===== config.mk =====
export PLATFORM = sky130hd
export DESIGN_NAME = sds_dma_status
export DESIGN_NICKNAME = d
export VERILOG_FILES = /design/src/hw/sds_unused_guard.sv /design/src/hw/sds_pkg.sv /design/src/hw/sds_dma_status.sv
export VERILOG_INCLUDE_DIRS = /design/src /design/src/hw
export SDC_FILE = /design/constraint.sdc
export NUM_CORES = 1
export LEC_CHECK = 0
export BUFFER_PORTS_ARGS = -buffer_cell sky130_fd_sc_hd__buf_2
export CAP_MARGIN = 0
export CORE_MARGIN = 4
export CORE_UTILIZATION = 35
export DETAILED_ROUTE_END_ITERATION = 12
export PLACE_DENSITY = 0.58
export RECOVER_POWER = 50
export SYNTH_ARGS = -nofsm -noshare
export SYNTH_HDL_FRONTEND = slang
export SYNTH_SLANG_ARGS = --single-unit
export TNS_END_PERCENT = 20

===== constraint.sdc =====
create_clock -name clk -period 3.4 [get_ports clk]
set_clock_uncertainty 0.2 [all_clocks]
set_input_delay 0.51 -clock clk [delete_from_list [all_inputs] [get_ports clk]]
set_output_delay 0.51 -clock clk [all_outputs]
set_load 0.01 [all_outputs]

===== src/hw/sds_params.svh =====
`ifndef SDS_PARAMS_SVH
`define SDS_PARAMS_SVH

// Register byte addresses
`define SDS_ADDR_TXA_START 32'h4000_C810
`define SDS_ADDR_STATUS 32'h4000_C82C
`define SDS_ADDR_CONTROL 32'h4000_C830
`define SDS_ADDR_CONFIG 32'h4000_C840

// Status register fields
`define SDS_ST_RX_A_ACT 0
`define SDS_ST_RX_B_ACT 1
`define SDS_ST_TX_A_ACT 2
`define SDS_ST_TX_B_ACT 3
`define SDS_ST_OVF_LO 4
`define SDS_ST_PAR_LO 6
`define SDS_ST_FRM_LO 8
`define SDS_ST_SAVED_LO 10
`define SDS_STATUS_RESET 32'h0000_0000

// Control register fields
`define SDS_CT_RX_A_LOAD 0
`define SDS_CT_RX_B_LOAD 1
`define SDS_CT_TX_A_LOAD 2
`define SDS_CT_TX_B_LOAD 3
`define SDS_CT_RX_RESET 4
`define SDS_CT_TX_RESET 5

// Configuration register fields
`define SDS_CF_UART 0
`define SDS_CF_SPI_SLAVE 1

// Saved-count codes
`define SDS_SAVED_NONE 3'h0
`define SDS_SAVED_ONCE 2'h1
`define SDS_SAVED_MANY 2'h3

// Bus responses
`define SDS_RESP_OKAY 2'h0
`define SDS_RESP_SLVERR 2'h2

`endif


===== src/hw/sds_unused_guard.sv =====
`timescale 1ns/1ns


===== src/hw/sds_pkg.sv =====
package sds_pkg;

    // Pointers of one buffer, from the address and count logic
    typedef struct packed {
        logic [13:0] start;
        logic [13:0] end_addr;
        logic [13:0] count;
    } sds_buf_ptr_s;

    // One byte taken from the receive FIFO with its error marks
    typedef struct packed {
        logic pop;
        logic frame_err;
        logic parity_err;
        logic overrun;
    } sds_rx_pop_s;

    // Whole state of the block except the reset release flops
    typedef struct packed {
        logic ssel_meta;
        logic ssel_sync;
        logic ssel_prev;
        logic [1:0] rx_ld;
        logic [1:0] tx_ld;
        logic rx_cur_b;
        logic tx_cur_b;
        logic [1:0] frm;
        logic [1:0] par;
        logic [1:0] ovf;
        logic [2:0] saved;
        logic [13:0] saved_cnt;
        logic [13:0] txa_start;
        logic uart_mode;
        logic spi_slave;
        logic aw_hold;
        logic [31:0] awaddr;
        logic w_hold;
        logic [31:0] wdata;
        logic [3:0] wstrb;
        logic bvalid;
        logic [1:0] bresp;
        logic rvalid;
        logic [31:0] rdata;
        logic [1:0] rresp;
    } sds_state_s;

endpackage


===== src/hw/sds_dma_status.sv =====
`timescale 1ns/1ns
`include "sds_params.svh"

module sds_dma_status
    import sds_pkg::*;
#(
    parameter bit CONTROLLER_ONE = 1'b1,
    parameter int CNT_W = 14
) (
    input wire logic clk,
    input wire logic arst_n,
    input wire logic [31:0] s_axi_awaddr,
    input wire logic s_axi_awvalid,
    output logic s_axi_awready,
    input wire logic [31:0] s_axi_wdata,
    input wire logic [3:0] s_axi_wstrb,
    input wire logic s_axi_wvalid,
    output logic s_axi_wready,
    output logic [1:0] s_axi_bresp,
    output logic s_axi_bvalid,
    input wire logic s_axi_bready,
    input wire logic [31:0] s_axi_araddr,
    input wire logic s_axi_arvalid,
    output logic s_axi_arready,
    output logic [31:0] s_axi_rdata,
    output logic [1:0] s_axi_rresp,
    output logic s_axi_rvalid,
    input wire logic s_axi_rready,
    input wire logic slave_select_n,
    input wire sds_rx_pop_s rx_pop,
    input wire sds_buf_ptr_s rx_ptr_a,
    input wire sds_buf_ptr_s rx_ptr_b,
    input wire sds_buf_ptr_s tx_ptr_b,
    input wire logic [13:0] tx_count,
    input wire logic [13:0] tx_end_a,
    output logic [1:0] rx_active,
    output logic [1:0] tx_active,
    output logic [13:0] rx_count_capture,
    output logic [13:0] tx_buffer_a_start
);

    //--------------------------------------------------------------
    // Elaboration checks
    //--------------------------------------------------------------
    if (CNT_W != 14) begin : g_bad_width
        $error("Count width must match the 14-bit pointer fields");
    end

    //--------------------------------------------------------------
    // Reset release
    //--------------------------------------------------------------
    logic rst_meta_q;
    logic rst_n;

    // Two-stage release of the asynchronous reset
    always_ff @(posedge clk or negedge arst_n) begin
        if (!arst_n) begin
            rst_meta_q <= 1'b0;
            rst_n <= 1'b0;
        end else begin
            rst_meta_q <= 1'b1;
            rst_n <= rst_meta_q;
        end
    end

    //--------------------------------------------------------------
    // Helpers
    //--------------------------------------------------------------
    // True once a buffer's next address lies beyond its last byte
    function automatic logic past_end(input logic [13:0] start,
                                      input logic [13:0] cnt,
                                      input logic [13:0] last);
        logic [14:0] nxt;
        nxt = {1'b0, start} + {1'b0, cnt};
        return nxt > {1'b0, last};
    endfunction

    // Merge each byte lane of write data under its strobe
    function automatic logic [31:0] merge(input logic [31:0] old,
                                          input logic [31:0] nw,
                                          input logic [3:0] strb);
        logic [31:0] res;
        res = old;
        for (int i = 0; i < 4; i++) begin
            if (strb[i]) begin
                res[i*8 +: 8] = nw[i*8 +: 8];
            end
        end
        return res;
    endfunction

    sds_state_s s_q;
    sds_state_s s_d;

    logic [31:0] status_word;
    logic [31:0] cfg_word;
    logic [31:0] txs_word;
    logic [31:0] txs_new;
    logic [31:0] wr_val;
    logic do_write;
    logic ctl_wr;
    logic rx_rst;
    logic tx_rst;
    logic [1:0] rx_load;
    logic [1:0] tx_load;
    logic [1:0] rx_unl;
    logic [1:0] tx_unl;
    logic err_en;
    logic ssel_fall;
    logic rx_any;
    logic [1:0] pop_sel;

    //--------------------------------------------------------------
    // Status word and plain outputs
    //--------------------------------------------------------------
    // Active means loaded and selected as current
    assign rx_active = {s_q.rx_ld[1] & s_q.rx_cur_b,
                        s_q.rx_ld[0] & ~s_q.rx_cur_b};
    assign tx_active = {s_q.tx_ld[1] & s_q.tx_cur_b,
                        s_q.tx_ld[0] & ~s_q.tx_cur_b};
    assign rx_any = |rx_active;

    // Read-only status image, upper bits zero
    always_comb begin
        status_word = `SDS_STATUS_RESET;
        status_word[`SDS_ST_RX_A_ACT] = rx_active[0];
        status_word[`SDS_ST_RX_B_ACT] = rx_active[1];
        status_word[`SDS_ST_TX_A_ACT] = tx_active[0];
        status_word[`SDS_ST_TX_B_ACT] = tx_active[1];
        status_word[`SDS_ST_OVF_LO +: 2] = s_q.ovf;
        status_word[`SDS_ST_PAR_LO +: 2] = s_q.par;
        status_word[`SDS_ST_FRM_LO +: 2] = s_q.frm;
        status_word[`SDS_ST_SAVED_LO +: 3] = s_q.saved;
    end

    assign cfg_word = {30'h0000_0000, s_q.spi_slave, s_q.uart_mode};
    assign txs_word = {18'h0_0000, s_q.txa_start};
    assign txs_new = merge(txs_word, s_q.wdata, s_q.wstrb);
    assign rx_count_capture = s_q.saved_cnt;
    assign tx_buffer_a_start = s_q.txa_start;

    //--------------------------------------------------------------
    // Bus handshakes
    //--------------------------------------------------------------
    assign s_axi_awready = ~s_q.aw_hold & ~s_q.bvalid;
    assign s_axi_wready = ~s_q.w_hold & ~s_q.bvalid;
    assign s_axi_arready = ~s_q.rvalid;
    assign s_axi_bvalid = s_q.bvalid;
    assign s_axi_bresp = s_q.bresp;
    assign s_axi_rvalid = s_q.rvalid;
    assign s_axi_rdata = s_q.rdata;
    assign s_axi_rresp = s_q.rresp;

    //--------------------------------------------------------------
    // Decoded events of this cycle
    //--------------------------------------------------------------
    assign do_write = s_q.aw_hold & s_q.w_hold & ~s_q.bvalid;
    assign wr_val = s_q.wdata;
    assign ctl_wr = do_write & (s_q.awaddr == `SDS_ADDR_CONTROL)
                    & s_q.wstrb[0];
    assign rx_rst = ctl_wr & wr_val[`SDS_CT_RX_RESET];
    assign tx_rst = ctl_wr & wr_val[`SDS_CT_TX_RESET];
    assign rx_load = {2{ctl_wr}} & wr_val[`SDS_CT_RX_A_LOAD +: 2];
    assign tx_load = {2{ctl_wr}} & wr_val[`SDS_CT_TX_A_LOAD +: 2];

    // Active buffer runs past its end
    assign rx_unl[0] = rx_active[0] & past_end(rx_ptr_a.start,
                       rx_ptr_a.count, rx_ptr_a.end_addr);
    assign rx_unl[1] = rx_active[1] & past_end(rx_ptr_b.start,
                       rx_ptr_b.count, rx_ptr_b.end_addr);
    assign tx_unl[0] = tx_active[0] & past_end(s_q.txa_start,
                       tx_count, tx_end_a);
    assign tx_unl[1] = tx_active[1] & past_end(tx_ptr_b.start,
                       tx_count, tx_ptr_b.end_addr);

    assign err_en = CONTROLLER_ONE & s_q.uart_mode;
    assign ssel_fall = s_q.ssel_sync & ~s_q.ssel_prev & s_q.spi_slave;
    assign pop_sel = {2{rx_pop.pop}} & rx_active;

    //--------------------------------------------------------------
    // Next state
    //--------------------------------------------------------------
    always_comb begin
        s_d = s_q;
        // Slave select synchroniser and edge memory
        s_d.ssel_meta = slave_select_n;
        s_d.ssel_sync = s_q.ssel_meta;
        s_d.ssel_prev = s_q.ssel_sync;

        // Unload and move to the other buffer
        s_d.rx_ld = s_q.rx_ld & ~rx_unl;
        if (|rx_unl) begin
            s_d.rx_cur_b = ~s_q.rx_cur_b;
        end
        s_d.tx_ld = s_q.tx_ld & ~tx_unl;
        if (|tx_unl) begin
            s_d.tx_cur_b = ~s_q.tx_cur_b;
        end

        // Receive reset and loads
        if (rx_rst) begin
            s_d.rx_ld = 2'h0;
            s_d.rx_cur_b = 1'b0;
            s_d.frm = 2'h0;
            s_d.par = 2'h0;
            s_d.ovf = 2'h0;
            s_d.saved = `SDS_SAVED_NONE;
        end
        if (|rx_load) begin
            s_d.saved = `SDS_SAVED_NONE;
            if (s_d.rx_ld == 2'h0) begin
                s_d.rx_cur_b = rx_load == 2'h2;
            end
            s_d.frm = s_d.frm & ~rx_load;
            s_d.par = s_d.par & ~rx_load;
            s_d.ovf = s_d.ovf & ~rx_load;
            s_d.rx_ld = s_d.rx_ld | rx_load;
        end

        // Transmit reset and loads
        if (tx_rst) begin
            s_d.tx_ld = 2'h0;
            s_d.tx_cur_b = 1'b0;
        end
        if (|tx_load) begin
            if (s_d.tx_ld == 2'h0) begin
                s_d.tx_cur_b = tx_load == 2'h2;
            end
            s_d.tx_ld = s_d.tx_ld | tx_load;
        end

        // Error marks land on the buffer draining the FIFO
        if (err_en & rx_pop.frame_err) begin
            s_d.frm = s_d.frm | pop_sel;
        end
        if (err_en & rx_pop.parity_err) begin
            s_d.par = s_d.par | pop_sel;
        end
        if (rx_pop.overrun) begin
            s_d.ovf = s_d.ovf | pop_sel;
        end

        // Count capture on slave select deassertion
        if (ssel_fall & rx_any) begin
            s_d.saved_cnt = s_q.rx_cur_b ? rx_ptr_b.count
                                         : rx_ptr_a.count;
            if (s_q.saved == `SDS_SAVED_NONE) begin
                s_d.saved = {`SDS_SAVED_ONCE, s_q.rx_cur_b};
            end else begin
                s_d.saved = {`SDS_SAVED_MANY, s_q.rx_cur_b};
            end
        end

        // Write channel capture
        if (s_axi_awvalid & s_axi_awready) begin
            s_d.aw_hold = 1'b1;
            s_d.awaddr = s_axi_awaddr;
        end
        if (s_axi_wvalid & s_axi_wready) begin
            s_d.w_hold = 1'b1;
            s_d.wdata = s_axi_wdata;
            s_d.wstrb = s_axi_wstrb;
        end

        // Write execution; status is not writable
        if (do_write) begin
            s_d.aw_hold = 1'b0;
            s_d.w_hold = 1'b0;
            s_d.bvalid = 1'b1;
            s_d.bresp = `SDS_RESP_OKAY;
            case (s_q.awaddr)
                `SDS_ADDR_TXA_START: begin
                    s_d.txa_start = txs_new[13:0];
                end
                `SDS_ADDR_CONFIG: begin
                    s_d.uart_mode = s_q.wstrb[0]
                        ? wr_val[`SDS_CF_UART] : s_q.uart_mode;
                    s_d.spi_slave = s_q.wstrb[0]
                        ? wr_val[`SDS_CF_SPI_SLAVE] : s_q.spi_slave;
                end
                `SDS_ADDR_CONTROL, `SDS_ADDR_STATUS: begin
                    s_d.bresp = `SDS_RESP_OKAY;
                end
                default: begin
                    s_d.bresp = `SDS_RESP_SLVERR;
                end
            endcase
        end
        if (s_q.bvalid & s_axi_bready) begin
            s_d.bvalid = 1'b0;
        end

        // Reads have no side effect on any flag
        if (s_axi_arvalid & s_axi_arready) begin
            s_d.rvalid = 1'b1;
            s_d.rresp = `SDS_RESP_OKAY;
            case (s_axi_araddr)
                `SDS_ADDR_STATUS: s_d.rdata = status_word;
                `SDS_ADDR_CONTROL: begin
                    s_d.rdata = {28'h000_0000, s_q.tx_ld, s_q.rx_ld};
                end
                `SDS_ADDR_TXA_START: s_d.rdata = txs_word;
                `SDS_ADDR_CONFIG: s_d.rdata = cfg_word;
                default: begin
                    s_d.rdata = 32'h0000_0000;
                    s_d.rresp = `SDS_RESP_SLVERR;
                end
            endcase
        end else if (s_q.rvalid & s_axi_rready) begin
            s_d.rvalid = 1'b0;
        end
    end

    //--------------------------------------------------------------
    // State register
    //--------------------------------------------------------------
    // Everything clears to zero, status included
    always_ff @(posedge clk or negedge rst_n) begin
        if (!rst_n) begin
            s_q <= '0;
        end else begin
            s_q <= s_d;
        end
    end
endmodule


# --- After elaboration in Yosys (flattened, before gate mapping) ---
# Cells that the tools add are included.
word_totals:
  ff_bits: 158
  inputBits: 266
  output_inout_bits: 73
  word_cells: 144
op_classes:
  addsub: 4
  order_cmp: 4
  n_eq_ne: 10
  n_mux: 31
  n_bitwise: 49
  n_reduce_logical: 18
ops:
  columns: ["op", "n"]
  rows:
  - ["$eq A32 B31 Y1 const B", 8]
  - ["$add A14 B14 Y15", 4]
  - ["$gt A15 B14 Y1", 4]
  - ["$pmux W14 S4", 1]
  - ["$mux W37", 1]
  - ["$mux W33", 1]
  - ["$and A1 B1 Y1", 26]
  - ["$mux W2", 9]
  - ["$mux W9", 2]
  - ["$mux W17", 1]
  - ["$and A2 B2 Y2", 8]
  - ["$mux W14", 1]
  - ["$mux W1", 13]
  - ["$or A2 B2 Y2", 5]
  - ["$reduce_or A2 Y1", 5]
  - ["$reduce_and A3 Y1", 3]
  - ["$reduce_bool A2 Y1", 4]
  - ["$reduce_or A4 Y1", 2]
  - ["$not A1 Y1", 7]
  - ["$mux W3", 2]
  - ["$not A2 Y2", 3]
  - ["$eq A2 B2 Y1 const B", 2]
  - ["$logic_not A2 Y1", 2]
  - ["$logic_not A3 Y1", 1]
  - ["$reduce_bool A3 Y1", 1]

# --- Depth between registers and ports, before layout ---
# Gate-level depths: netlist of the first run.
depth:
  depth_word: 10
  depth_mapped: 20
  mapped_depth_nobuf: 20

# --- Least setup slack after synthesis of the first run ---
# OpenSTA, ideal clock, no wires.
synth_path:
  path_kind: "in2reg"
  from: "input tx_count[0]"
  to: "register s_q[147] in the netlist's numbering"
  setup_ns: 0.077
  arrival_ns: 3.731
  t_required_ns: 3.123
  path_slack_ns: -0.609
  stages: 20
  n_path_buf: 0
  cell_sequence: "ha_1 > inv_1 > fa_1 > nor2b_1 > o31a_1 > o211ai_2 > nand2_1 > o21a_1 > o21ai_0 > nand2b_1 > xor2_1 > ha_1 > and4_1 > and3_1 > a211oi_1 > a21o_1 > or3b_1 > nand2b_1 > and4_1 > a21oi_1"
synth_rtl:
  columns: ["item", "line_no", "rtl"]
  rows:
  - ["from (decl)", "sds_dma_status.sv:34", "input wire logic [13:0] tx_count,"]
  - ["to (signal assigned)", "sds_dma_status.sv:320", "s_q <= '0;"]
  - ["to (signal assigned)", "sds_dma_status.sv:322", "s_q <= s_d;"]
  - ["to (decl)", "sds_dma_status.sv:92", "sds_state_s s_q;"]

==> results.sh, run 1 <==
export IMPL_busiest_layer="met2"
export IMPL_synth_area_um2=9504
export IMPL_synth_area_leaders="dfrtp_1 (31%), ha_1 (15%), mux2_2 (6.6%)"
export IMPL_grt_usage_pct=18.38
export IMPL_portBuffers=284
export IMPL_slew_violations=81
export IMPL_pwr_share_comb_pct=30.9
export IMPL_dp_hpwl_um=23700
export IMPL_coreArea_um2=26800
export IMPL_cp_required_ps=3540
export IMPL_dieArea_um2=29850
export IMPL_cts_buffers=17
export IMPL_final_common_cell="buf_2"
export IMPL_rsz0062_at_grt="true"
export IMPL_p_sw_w=0.001839
export IMPL_relSlewSlack_pct=-19.33
export IMPL_yosys_warnings=0
export IMPL_utilization_pct=47.45
export IMPL_rrSetupSlack_ps=-630
export IMPL_seqPwrFrac_pct=35.5
export IMPL_fin_nets=1807
export IMPL_synth_cell_types=74
export IMPL_instances_no_fill=1784
export IMPL_clock_fmax_ghz=0.2484
export IMPL_pin_count=339
export IMPL_hp_start="s_axi_bready"
export IMPL_worstPathArrival_ps=4160
export IMPL_dieHeight_um=172.8
export IMPL_use_met1_pct=22.83
export IMPL_worst_setup_path_type="reg -> reg"
export IMPL_rr_worst_depth=18
export IMPL_cellLeakagePower_nw=6.462
export IMPL_grt_overflow=0
export IMPL_antenna_found_initial=12
export IMPL_layout_drive_gt1_share_pct=36.86
export IMPL_final_cell_mix="buf_2 (252), buf_4 (147), dfrtp_1 (116)"
export IMPL_cap_violations=1
export IMPL_min_path_type="in -> reg"
export IMPL_slowest_stage="dfrtp_1"
export IMPL_cts_max_level=4
export IMPL_syn_to_final_growth_pct=33.79
export IMPL_p_clk_share_pct=33.6
export IMPL_cts_tree="done"
export IMPL_cts_max_path_buffers=2
export IMPL_clk_latency_ps=410
export IMPL_worstMarginPinSlew_ps=1790
export IMPL_synth_top_cell_area_share_pct=31.07
export IMPL_met2_usage_pct=31.54
export IMPL_ant_nets=0
export IMPL_synth_edf_count=0
export IMPL_vias_per_cell=4.905
export IMPL_place_congestion=0.8724
export IMPL_clk_pin_slew_ps=60
export IMPL_irDropWorstVdd_mv=0.3655
export IMPL_placed_cells=1737
export IMPL_hold_viol=0
export IMPL_p_sw_share_pct=31.56
export IMPL_synth_main_ff_cell="dfrtp_1"
export IMPL_grt_pass1_vias=8834
export IMPL_fp_row_count=60
export IMPL_grt_max_degree=81
export IMPL_clock_sinks=118
export IMPL_start_util_pct=35.46
export IMPL_crit_path_max_fanout=3
export IMPL_die_w_um=172.8
export IMPL_ys_ff_latch=118
export IMPL_fillers=2688
export IMPL_wirelength_um=28350
export IMPL_p_int_w=0.003987
export IMPL_via_count=8751
export IMPL_status="finished with violations"
export IMPL_finalCriticalPeriod_ps=4025
export IMPL_grt_first_pass_wirelength_um=44810
export IMPL_grtUsageMet3_pct=5.990
export IMPL_drt_initial_drc_count=334
export IMPL_hold_depth=2
export IMPL_cts_root_buf="clkbuf_16"
export IMPL_max_stage_delay_ps=440
export IMPL_rr_startpoint="tx_buffer_a_start[1]$_DFFE_PN0P_"
export IMPL_power_density_nw_per_um2=458.2
export IMPL_synthesis_instances=1035
export IMPL_drc_errors=0
export IMPL_synthArstFlopShare_pct=100.0
export IMPL_final_period_utilization_pct=118.4
export IMPL_wl_per_cell_um=15.89
export IMPL_setup_viol=6
export IMPL_ys_seq_area_share_pct=31.07
export IMPL_start_kind="register"
export IMPL_setup_ws_ps=-625.0
export IMPL_crit_path_cell_trace="ha_1 -> a21o_1 -> a21oi_2 -> o21ai_2 -> nand3_1 -> nand4_1 -> a31o_2 -> a21oi_2 -> xnor2_1 -> ha_1 -> a211oi_2 -> o21ai_1 -> a211oi_2 -> a21o_1 -> or3b_4 -> nand2b_4 -> and4_1 -> a21oi_1"
export IMPL_min_to="s_axi_bvalid$_DFFE_PN0P_"
export IMPL_r2r_end="s_q[147]$_DFF_PN0_"
export IMPL_violations="max-capacitance violations, max-slew violations, negative setup slack"
export IMPL_worstSetupEndpointType="register"
export IMPL_dr_pass1_iters=5
export IMPL_synth_top_area_cell="dfrtp_1"
export IMPL_avgSynthCellArea_um2=9.183
## stage by stage
stage	worst slack (ps)	instance area (um^2)	total power (W)	TNS, ps	hold slack, ps
after CTS	-597.3	12750	0.005891	-1736	39.83
after global routing	-796.7	12710	0.006208	-3463	51.99
after floorplan	-525.0	9622	0.003232	-1679	14.41
after global placement	-1007	11970	0.003844	-4570	98.84
final	-625.0	12720	0.005826	-1785	61.40
after detailed placement	-991.0	11970	0.003886	-4668	98.26
## power by group through the flow
stage          Combinational, W  Clock, W  Sequential, W
2_1_floorplan           0.00125         0        0.00198
3_3_place_gp            0.00176         0        0.00209
3_5_place_dp            0.00179         0        0.00210
4_1_cts                 0.00182   0.00200        0.00207
5_1_grt                 0.00202   0.00206        0.00213
6_report                0.00180   0.00196        0.00207
## timing repair
| item | in CTS | in global routing |
|---|---|---|
| gates resized for setup | 15 | 4 |
| buffers inserted | 7 | 1 |
| setup endpoints to repair | 6 | 6 |
| hold buffers | 2 | 0 |
| pin swaps | 13 | 1 |
| hold endpoints to repair | 3 | 0 |
## synthesized netlist by cell type, drive strengths merged (11+ instances only)
cell,number
a21o,15
a21oi,62
a22oi,11
and3,14
buf,70
clkbuf,12
dfrtp,118
ha,112
inv,89
mux2,64
mux2i,14
nand2,64
nand3,29
nand4,15
nor2,67
nor2b,14
nor3,33
nor4,13
o21a,12
o21ai,50
xnor2,37
## layer usage
metal  vias to the layer above  share of wire [%]
met2                       247                 48
met5                         -               0.32
met3                        37                7.1
met1                      4041                 43
li1                       4410                  -
met4                        16                1.2
## worst max-delay path: cells and delay by family (launching register included)
kind            cells  cell delay [ps]
compound gates     10             1650
xor+xnor            1              140
fa+ha+maj           2              590
flops               1              440
simple gates        5              950
## how the worst max path moves through the flow
stage                                     start            endpoint  slack [ps]  cells after the start
4_1_cts        tx_buffer_a_start[0]$_DFFE_PN0P_  s_q[147]$_DFF_PN0_        -600                     20
3_5_place_dp                        rx_ptr_a[0]  s_q[148]$_DFF_PN0_        -990                     21
6_report       tx_buffer_a_start[1]$_DFFE_PN0P_  s_q[147]$_DFF_PN0_        -630                     18
2_1_floorplan                       tx_count[0]  s_q[147]$_DFF_PN0_        -530                     20
3_3_place_gp                        rx_ptr_a[0]  s_q[148]$_DFF_PN0_       -1010                     21
5_1_grt        tx_buffer_a_start[0]$_DFFE_PN0P_  s_q[147]$_DFF_PN0_        -800                     20
## flip-flops by register name (all words and copies together) (netlist names)
name / flops
wr_val: 14
s_d: 2
s_axi_bvalid: 1
err_en: 1
rst_n: 1
tx_buffer_a_start: 14
s_axi_rvalid: 1
cfg_word: 1
s_q: 52
s_axi_rdata: 14
s_axi_bresp: 1
rx_count_capture: 14
rst_meta_q: 1
s_axi_rresp: 1
## layout make-up
cell class | instances | area [um^2] | area share (%)
Antenna cell | 5 | 12.51 | 0.09840
Clock buffer | 17 | 425.4 | 3.345
Clock inverter | 15 | 219.0 | 1.722
Inverter | 89 | 334.1 | 2.627
Multi-Input combinational cell | 765 | 5833 | 45.87
Sequential cell | 118 | 2955 | 23.24
Tap cell | 341 | 426.7 | 3.355
Timing Repair Buffer | 434 | 2510 | 19.74
## logic make-up (layout without fill, tap and decap cells)
| group | count (synthesis) | after routing | synth area share, % |
|---|---|---|---|
| buf+inv | 171 | 555 | 9.505 |
| mux | 78 | 78 | 9.294 |
| flops | 118 | 118 | 31.07 |
| other cells | 2 | 26 | 0.07902 |
| fa+ha+maj | 116 | 116 | 15.59 |
| simple gates | 299 | 299 | 16.50 |
| xor+xnor | 44 | 44 | 4.055 |
| compound gates | 207 | 207 | 13.92 |
No activity file was read; power rests on OpenSTA's default activity.
==> inputs of run 2 (changes only) <==
--- a/config.mk
+++ b/config.mk
@@ -6,6 +6,7 @@
 export SDC_FILE = /design/constraint.sdc
 export NUM_CORES = 1
 export LEC_CHECK = 0
+export ABC_AREA = 1
 export BUFFER_PORTS_ARGS = -buffer_cell sky130_fd_sc_hd__buf_2
 export CAP_MARGIN = 0
 export CORE_MARGIN = 4
@@ -13,6 +14,7 @@
 export DETAILED_ROUTE_END_ITERATION = 12
 export PLACE_DENSITY = 0.58
 export RECOVER_POWER = 50
+export SETUP_SLACK_MARGIN = 0.5
 export SYNTH_ARGS = -nofsm -noshare
 export SYNTH_HDL_FRONTEND = slang
 export SYNTH_SLANG_ARGS = --single-unit
==> run 2 against run 1 <==
  * The flow now finishes without violations
  * Combinational power rose by 15%
  * Worst setup slack gained 900 ps
  * Global-route usage fell by 0.31 points
  * Die area increased by 3.1%
  * Power fell by 0.46%
  * Final area up 0.54%
  * Critical path depth up 3
  * Critical path type unchanged
  * Critical endpoint unchanged
  * Largest power group is now combinational cells
  * Highest routed layer unchanged
==> results.sh, run 2 <==
export IMPL_status="finished, final reports clean"
export IMPL_crit_top_cell="nand3_1"
export IMPL_fillers=2865
export IMPL_placed_cells=1979
export IMPL_p_sw_share_pct=36.02
export IMPL_synth_area_leaders="dfrtp_1 (30%), ha_1 (14%), nand2_1 (11%)"
export IMPL_drt_initial_drc_count=368
export IMPL_syn_to_final_growth_pct=30.23
export IMPL_wl_met2_um=13390
export IMPL_grt_max_degree=59
export IMPL_irDropWorstVdd_mv=0.4066
export IMPL_die_w_um=175.5
export IMPL_relSlewSlack_pct=7.224
export IMPL_cts_root_buf="clkbuf_16"
export IMPL_utilization_pct=46.15
export IMPL_tns_ps=0
export IMPL_cts_max_level=4
export IMPL_portBuffers=284
export IMPL_max_stage_delay_ps=380
export IMPL_crit_path_max_fanout=3
export IMPL_rsz0062_at_grt="true"
export IMPL_yosys_warnings=0
export IMPL_grt_overflow=0
export IMPL_dp_hpwl_um=24030
export IMPL_wl_met3_um=1860
export IMPL_cts_tree="done"
export IMPL_worstMarginPinSlew_ps=1392
export IMPL_clock_sinks=118
export IMPL_synth_top_cell_area_share_pct=30.08
export IMPL_final_common_cell="nand2_1"
export IMPL_hold_depth=2
export IMPL_multiInputGateArea_um2=5961
export IMPL_cpLargestDelayFamily="simple AND/OR/NAND/NOR gates"
export IMPL_synthArstFlopShare_pct=100.0
export IMPL_ant_nets=0
export IMPL_cts_max_path_buffers=2
export IMPL_synth_edf_count=0
export IMPL_r2r_end="s_q[147]$_DFF_PN0_"
export IMPL_grt_usage_pct=18.07
export IMPL_ys_ff_latch=118
export IMPL_rr_startpoint="tx_buffer_a_start[0]$_DFFE_PN0P_"
export IMPL_worst_setup_path_type="reg -> reg"
export IMPL_power_density_nw_per_um2=453.6
export IMPL_met1_length_um=12830
export IMPL_crit_path_cell_trace="ha_2 -> buf_4 -> a21oi_2 -> o21ai_2 -> a21oi_2 -> o21ai_2 -> nand3_1 -> o2111ai_2 -> xor2_1 -> ha_1 -> and3_4 -> nand3_1 -> nor2_1 -> nand3_1 -> nand2_1 -> inv_1 -> nand2_2 -> nand2_2 -> nand2_1 -> nor2_1 -> a21oi_1"
export IMPL_synth_area_um2=9817
export IMPL_via_count=9474
export IMPL_synth_top_area_cell="dfrtp_1"
export IMPL_hold_viol=0
export IMPL_synthesis_instances=1297
export IMPL_largest_reg_flops=52
export IMPL_seqPwrFrac_pct=34.6
export IMPL_dieHeight_um=175.5
export IMPL_drc_errors=0
export IMPL_synth_commonest_cells="nand2_1 (290), inv_1 (181), dfrtp_1 (118)"
export IMPL_start_util_pct=35.43
export IMPL_cp_required_ps=3530
export IMPL_pin_count=339
export IMPL_antenna_found_initial=5
export IMPL_grt_first_pass_wirelength_um=44970
export IMPL_slew_violations=0
export IMPL_worstPathArrival_ps=3260
export IMPL_min_to="s_axi_bvalid$_DFFE_PN0P_"
export IMPL_vias_per_cell=4.674
export IMPL_grt_pass1_vias=9268
export IMPL_start_kind="register"
export IMPL_wl_per_cell_um=14.27
export IMPL_path_depth=21
export IMPL_setup_viol=0
export IMPL_synth_main_ff_cell="dfrtp_1"
export IMPL_p_int_w=0.003710
export IMPL_ys_seq_area_share_pct=30.08
export IMPL_instances_no_fill=2027
export IMPL_top_register="s_q"
export IMPL_whs_ps=80.42
export IMPL_dieArea_um2=30790
export IMPL_worstSetupEndpointType="register"
export IMPL_dr_pass1_iters=5
export IMPL_clk_latency_ps=410
export IMPL_cap_violations=0
export IMPL_coreArea_um2=27710
export IMPL_cellLeakagePower_nw=6.989
export IMPL_p_clk_share_pct=29.7
export IMPL_avgSynthCellArea_um2=7.569
export IMPL_slowest_stage="dfrtp_1"
export IMPL_rr_worst_depth=21
export IMPL_pwr_share_comb_pct=35.7
export IMPL_min_path_type="in -> reg"
export IMPL_hp_start="s_axi_bready"
export IMPL_p_sw_w=0.002089
export IMPL_synth_cell_types=48
export IMPL_final_cell_mix="nand2_1 (284), buf_2 (270), inv_1 (177)"
export IMPL_rrSetupSlack_ps=270
export IMPL_fin_nets=2016
export IMPL_clock_fmax_ghz=0.3196
export IMPL_fp_row_count=61
export IMPL_yosysMostFrequentCell="nand2_1"
export IMPL_topRoutingLayerUsed="met5"
export IMPL_wirelength_um=28920
export IMPL_crit_buf_inv=2
export IMPL_clk_pin_slew_ps=60
export IMPL_place_congestion=0.8582
export IMPL_regArea_um2=2955
export IMPL_cts_buffers=17
export IMPL_final_period_utilization_pct=92.04
export IMPL_finalCriticalPeriod_ps=3129
export IMPL_layout_drive_gt1_share_pct=30.54
-- run 2: cell count changes after synthesis, moves of 19 or more --
cell	previous run	this run
xor2_1	7	29
nor3_1	32	11
mux2_2	56	26
xnor2_1	37	18
nor2_1	66	115
a21oi_1	62	88
inv_1	89	181
nand2_1	64	290
-- run 2: logic make-up (layout without fill, tap and decap cells) --
family,count (synthesis),after routing,share of synthesized area (%)
simple gates,516,516,22.58
buf+inv,265,596,12.81
compound gates,207,207,12.18
flops,118,118,30.08
fa+ha+maj,116,116,15.09
xor+xnor,47,47,4.193
mux,26,26,2.982
other cells,2,23,0.07650
-- run 2: worst max-delay path by stage --
stage | from | to | slack, ps
after floorplan | rx_ptr_a[0] | s_q[148]$_DFF_PN0_ | -4
after global placement | rx_ptr_a[0] | s_q[148]$_DFF_PN0_ | -410
after detailed placement | rx_ptr_a[3] | s_q[148]$_DFF_PN0_ | -490
after CTS | tx_buffer_a_start[1]$_DFFE_PN0P_ | s_q[147]$_DFF_PN0_ | 330
after global routing | tx_buffer_a_start[1]$_DFFE_PN0P_ | s_q[147]$_DFF_PN0_ | 50
final | tx_buffer_a_start[0]$_DFFE_PN0P_ | s_q[147]$_DFF_PN0_ | 270
-- run 2: final cells by class --
cell class	count	share of cell area, %
Clock inverter	11	0.7927
Antenna cell	2	0.03915
Sequential cell	118	23.12
Inverter	184	5.402
Clock buffer	21	3.601
Multi-Input combinational cell	933	46.62
Tap cell	378	3.699
Timing Repair Buffer	380	16.73
-- run 2: timing repair --
item | 4_1_cts | 5_1_grt
endpoints found under the hold margin | 3 | 0
gates resized for setup | 57 | 14
hold buffers | 2 | 0
setup buffers | 8 | 4
pin swaps | 31 | 17
endpoints found under the setup margin | 6 | 6
-- run 2: layer usage --
metal  GRT usage (%)  up-vias
met5               0        -
met2           29.56      275
met1           23.57     4283
met4           6.140        6
li1                -     4854
met3           4.326       56
-- run 2: worst register-to-register path: stages, from the launching register on --
cell and delay, ps:
dfrtp_1 380, ha_2 200, buf_4 130, a21oi_2 150, o21ai_2 110, a21oi_2 150, o21ai_2 90, nand3_1 120
o2111ai_2 130, xor2_1 200, ha_1 300, and3_4 190, nand3_1 80, nor2_1 100, nand3_1 80, nand2_1 60
inv_1 40, nand2_2 70, nand2_2 70, nand2_1 60, nor2_1 40, a21oi_1 100
-- run 2: power groups by stage --
stage	Sequential [W]	Combinational [W]	Clock, W
after floorplan	0.00195	0.00141	0
after global placement	0.00202	0.00198	0
after detailed placement	0.00203	0.00202	0
after CTS	0.00201	0.00210	0.00178
after global routing	0.00206	0.00237	0.00184
final	0.00201	0.00207	0.00172
-- run 2: through the flow --
stage / instance area, um^2 / setup slack [ps] / total power, W
2_1_floorplan: 9889 / -3.659 / 0.003362
3_3_place_gp: 11850 / -408.6 / 0.004001
3_5_place_dp: 11850 / -486.8 / 0.004053
4_1_cts: 12730 / 325.7 / 0.005885
5_1_grt: 12780 / 50.41 / 0.006262
6_report: 12780 / 270.8 / 0.005799
==> inputs of run 3 (changes only) <==
--- a/config.mk
+++ b/config.mk
@@ -9,10 +9,12 @@
 export ABC_AREA = 1
 export BUFFER_PORTS_ARGS = -buffer_cell sky130_fd_sc_hd__buf_2
 export CAP_MARGIN = 0
+export CELL_PAD_IN_SITES_DETAIL_PLACEMENT = 1
+export CELL_PAD_IN_SITES_GLOBAL_PLACEMENT = 2
 export CORE_MARGIN = 4
-export CORE_UTILIZATION = 35
+export CORE_UTILIZATION = 25
 export DETAILED_ROUTE_END_ITERATION = 12
-export PLACE_DENSITY = 0.58
+export PLACE_DENSITY = 0.73
 export RECOVER_POWER = 50
 export SETUP_SLACK_MARGIN = 0.5
 export SYNTH_ARGS = -nofsm -noshare
==> run 3 against run 2 <==
  * Final area rose by 2.4%
  * Sequential power about the same
  * Wire length grew 22%
  * Via count increased by 1.9%
  * Combinational power grew 7%
  * Power is 5.1% higher
  * First-iteration DRC count decreased by 15%
  * The flow now finishes with violations (max-capacitance violations, max-slew violations)
  * Critical path type is now in -> reg
  * Count of clock-buffer cells in the layout is 4 lower
  * Hold slack got worse by 9.3 ps
  * Sequential share of layout area down 0.53 points
  * Clock power grew 10%
  * Flip-flop and latch count is the same
==> results.sh, run 3 (synthesis results as in run 2) <==
export IMPL_grt_overflow=0
export IMPL_portBuffers=284
export IMPL_grt_first_pass_wirelength_um=54190
export IMPL_pwr_share_comb_pct=36.2
export IMPL_worstSetupEndpointType="register"
export IMPL_ant_nets=0
export IMPL_min_path_type="in -> reg"
export IMPL_rsz0062_at_grt="true"
export IMPL_clk_latency_ps=440
export IMPL_fp_row_count=72
export IMPL_cts_tree="done"
export IMPL_cts_max_level=4
export IMPL_fin_area_um2=13090
export IMPL_dieHeight_um=206.2
export IMPL_p_sw_w=0.002229
export IMPL_multiInputGateArea_um2=5932
export IMPL_irDropWorstVdd_mv=0.3533
export IMPL_hold_viol=0
export IMPL_final_common_cell="buf_2"
export IMPL_crit_path_max_fanout=2
export IMPL_rr_worst_depth=21
export IMPL_cts_root_buf="clkbuf_16"
export IMPL_regArea_um2=2958
export IMPL_cap_violations=4
export IMPL_violations="max-capacitance violations, max-slew violations"
export IMPL_tns_ps=0
export IMPL_via_count=9650
export IMPL_fillers=4863
export IMPL_p_sw_share_pct=36.58
export IMPL_worst_setup_path_type="in -> reg"
export IMPL_pin_count=339
export IMPL_r2r_end="s_q[147]$_DFF_PN0_"
export IMPL_placed_cells=2140
export IMPL_grt_pass1_vias=10190
export IMPL_whs_ps=71.15
export IMPL_final_cell_mix="buf_2 (281), nand2_1 (279), inv_1 (175)"
export IMPL_startpoint="rx_ptr_a[0]"
export IMPL_rr_startpoint="tx_buffer_a_start[0]$_DFFE_PN0P_"
export IMPL_setup_viol=0
export IMPL_drt_initial_drc_count=314
export IMPL_worstSetupEndpoint="s_q[148]$_DFF_PN0_"
export IMPL_power_density_nw_per_um2=465.3
export IMPL_instances_no_fill=2181
export IMPL_drc_errors=0
export IMPL_worstMarginPinSlew_ps=1973
export IMPL_worstPathArrival_ps=3400
export IMPL_syn_to_final_growth_pct=33.38
export IMPL_dr_pass1_iters=4
export IMPL_max_stage_delay_ps=390
export IMPL_p_int_w=0.003864
export IMPL_relSlewSlack_pct=-31.51
export IMPL_cts_max_path_buffers=2
export IMPL_dieArea_um2=42500
export IMPL_start_kind="primary input"
export IMPL_status="finished with violations"
export IMPL_p_clk_share_pct=31.2
export IMPL_start_util_pct=25.34
export IMPL_largest_reg_flops=52
export IMPL_top_register="s_q"
export IMPL_place_congestion=0.8341
export IMPL_wl_per_cell_um=16.22
export IMPL_die_w_um=206.2
export IMPL_finalCriticalPeriod_ps=3226
export IMPL_dpl_cell_area_um2=12190
export IMPL_wirelength_um=35370
export IMPL_cellLeakagePower_nw=7.102
export IMPL_layout_drive_gt1_share_pct=31.95
export IMPL_clk_pin_slew_ps=60
export IMPL_grt_usage_pct=16.30
export IMPL_coreArea_um2=38740
export IMPL_grt_max_degree=54
export IMPL_seqPwrFrac_pct=32.6
export IMPL_dp_hpwl_um=29720
export IMPL_crit_top_cell="nand2_1"
export IMPL_slowest_stage="fa_2"
export IMPL_clock_sinks=118
export IMPL_final_period_utilization_pct=94.88
export IMPL_crit_path_cell_trace="buf_4 -> ha_4 -> inv_2 -> fa_2 -> nor4_4 -> nor2_2 -> o21ai_2 -> a21boi_2 -> o21bai_1 -> xor2_1 -> ha_1 -> nand2_2 -> nor3_2 -> nand2_1 -> nand3b_1 -> nand2_1 -> nand2_1 -> nand2_2 -> nand2_2 -> nand2_2 -> nor2_2 -> nand2_1 -> nand2_1"
export IMPL_cts_buffers=17
export IMPL_fin_nets=2031
export IMPL_slew_violations=141
export IMPL_rrSetupSlack_ps=210
export IMPL_clock_fmax_ghz=0.3100
export IMPL_antenna_found_initial=7
export IMPL_vias_per_cell=4.425
export IMPL_cp_required_ps=3570
[run 3: changes by cell type in the layout (fill, tap and decap cells not counted), moves of 3 or more]
cell      delta
nand2_1      -5
o21ai_1      +4
ha_4         -5
o21ai_2      -3
clkbuf_1    -10
ha_1         +5
buf_4       +13
buf_2       +11
nand2_2      +3
[run 3: power groups by stage]
stage	logic, W	registers [W]	clock network (W)
final	0.00221	0.00199	0.00190
after global routing	0.00253	0.00204	0.00201
after CTS	0.00219	0.00200	0.00196
after detailed placement	0.00216	0.00202	0
after global placement	0.00210	0.00200	0
after floorplan	0.00141	0.00195	0
[run 3: layout make-up]
class / instances / share of cell area, %
clock buffer: 17 / 3.249
tap: 518 / 4.950
timing repair buffer: 395 / 17.23
multi-input combinational: 933 / 45.30
antenna: 1 / 0.01911
inverter: 184 / 5.275
sequential: 118 / 22.59
clock inverter: 15 / 1.386
[run 3: layer usage]
layer  track usage [%]  wire length (um)  up-vias
li1                  -                 -     4871
met1             21.17             15760     4527
met2             27.89             17150      206
met3             3.735              2003       34
met4             3.184               377       12
met5                 0                78        -
[run 3: how the worst min path moves through the flow]
stage                               end  cells past startpoint    startpoint
6_report       s_axi_bvalid$_DFFE_PN0P_                      2  s_axi_bready
5_1_grt        s_axi_bvalid$_DFFE_PN0P_                      2  s_axi_bready
4_1_cts        s_axi_bvalid$_DFFE_PN0P_                      2  s_axi_bready
3_5_place_dp       rst_meta_q$_DFF_PN0_                      1        arst_n
3_3_place_gp       rst_meta_q$_DFF_PN0_                      1        arst_n
2_1_floorplan      rst_meta_q$_DFF_PN0_                      0        arst_n
[run 3: critical path: cells and delay by family]
family | cells | cell delay, ps
buffers and inverters | 2 | 140
AOI/OAI and AO/OA | 3 | 460
and+or+nand+nor | 14 | 1370
xor gates and xnor gates | 1 | 90
adders and majority gates | 3 | 840
[run 3: repair_timing]
item / in CTS / in global routing
resized for setup: 17 / 60
hold endpoints to repair: 3 / 0
hold buffers: 2 / 0
pin swaps: 10 / 46
setup endpoints to repair: 6 / 6
setup buffers: 1 / 5
[run 3: per-stage QoR]
stage                     power (W)  setup slack [ps]  util, %
after floorplan            0.003362            -3.659        -
after global placement     0.004099            -377.4    31.48
after detailed placement   0.004178            -460.3    31.48
after CTS                  0.006151             151.7    33.25
after global routing       0.006582            -62.25    33.80
final                      0.006093             174.0    33.80
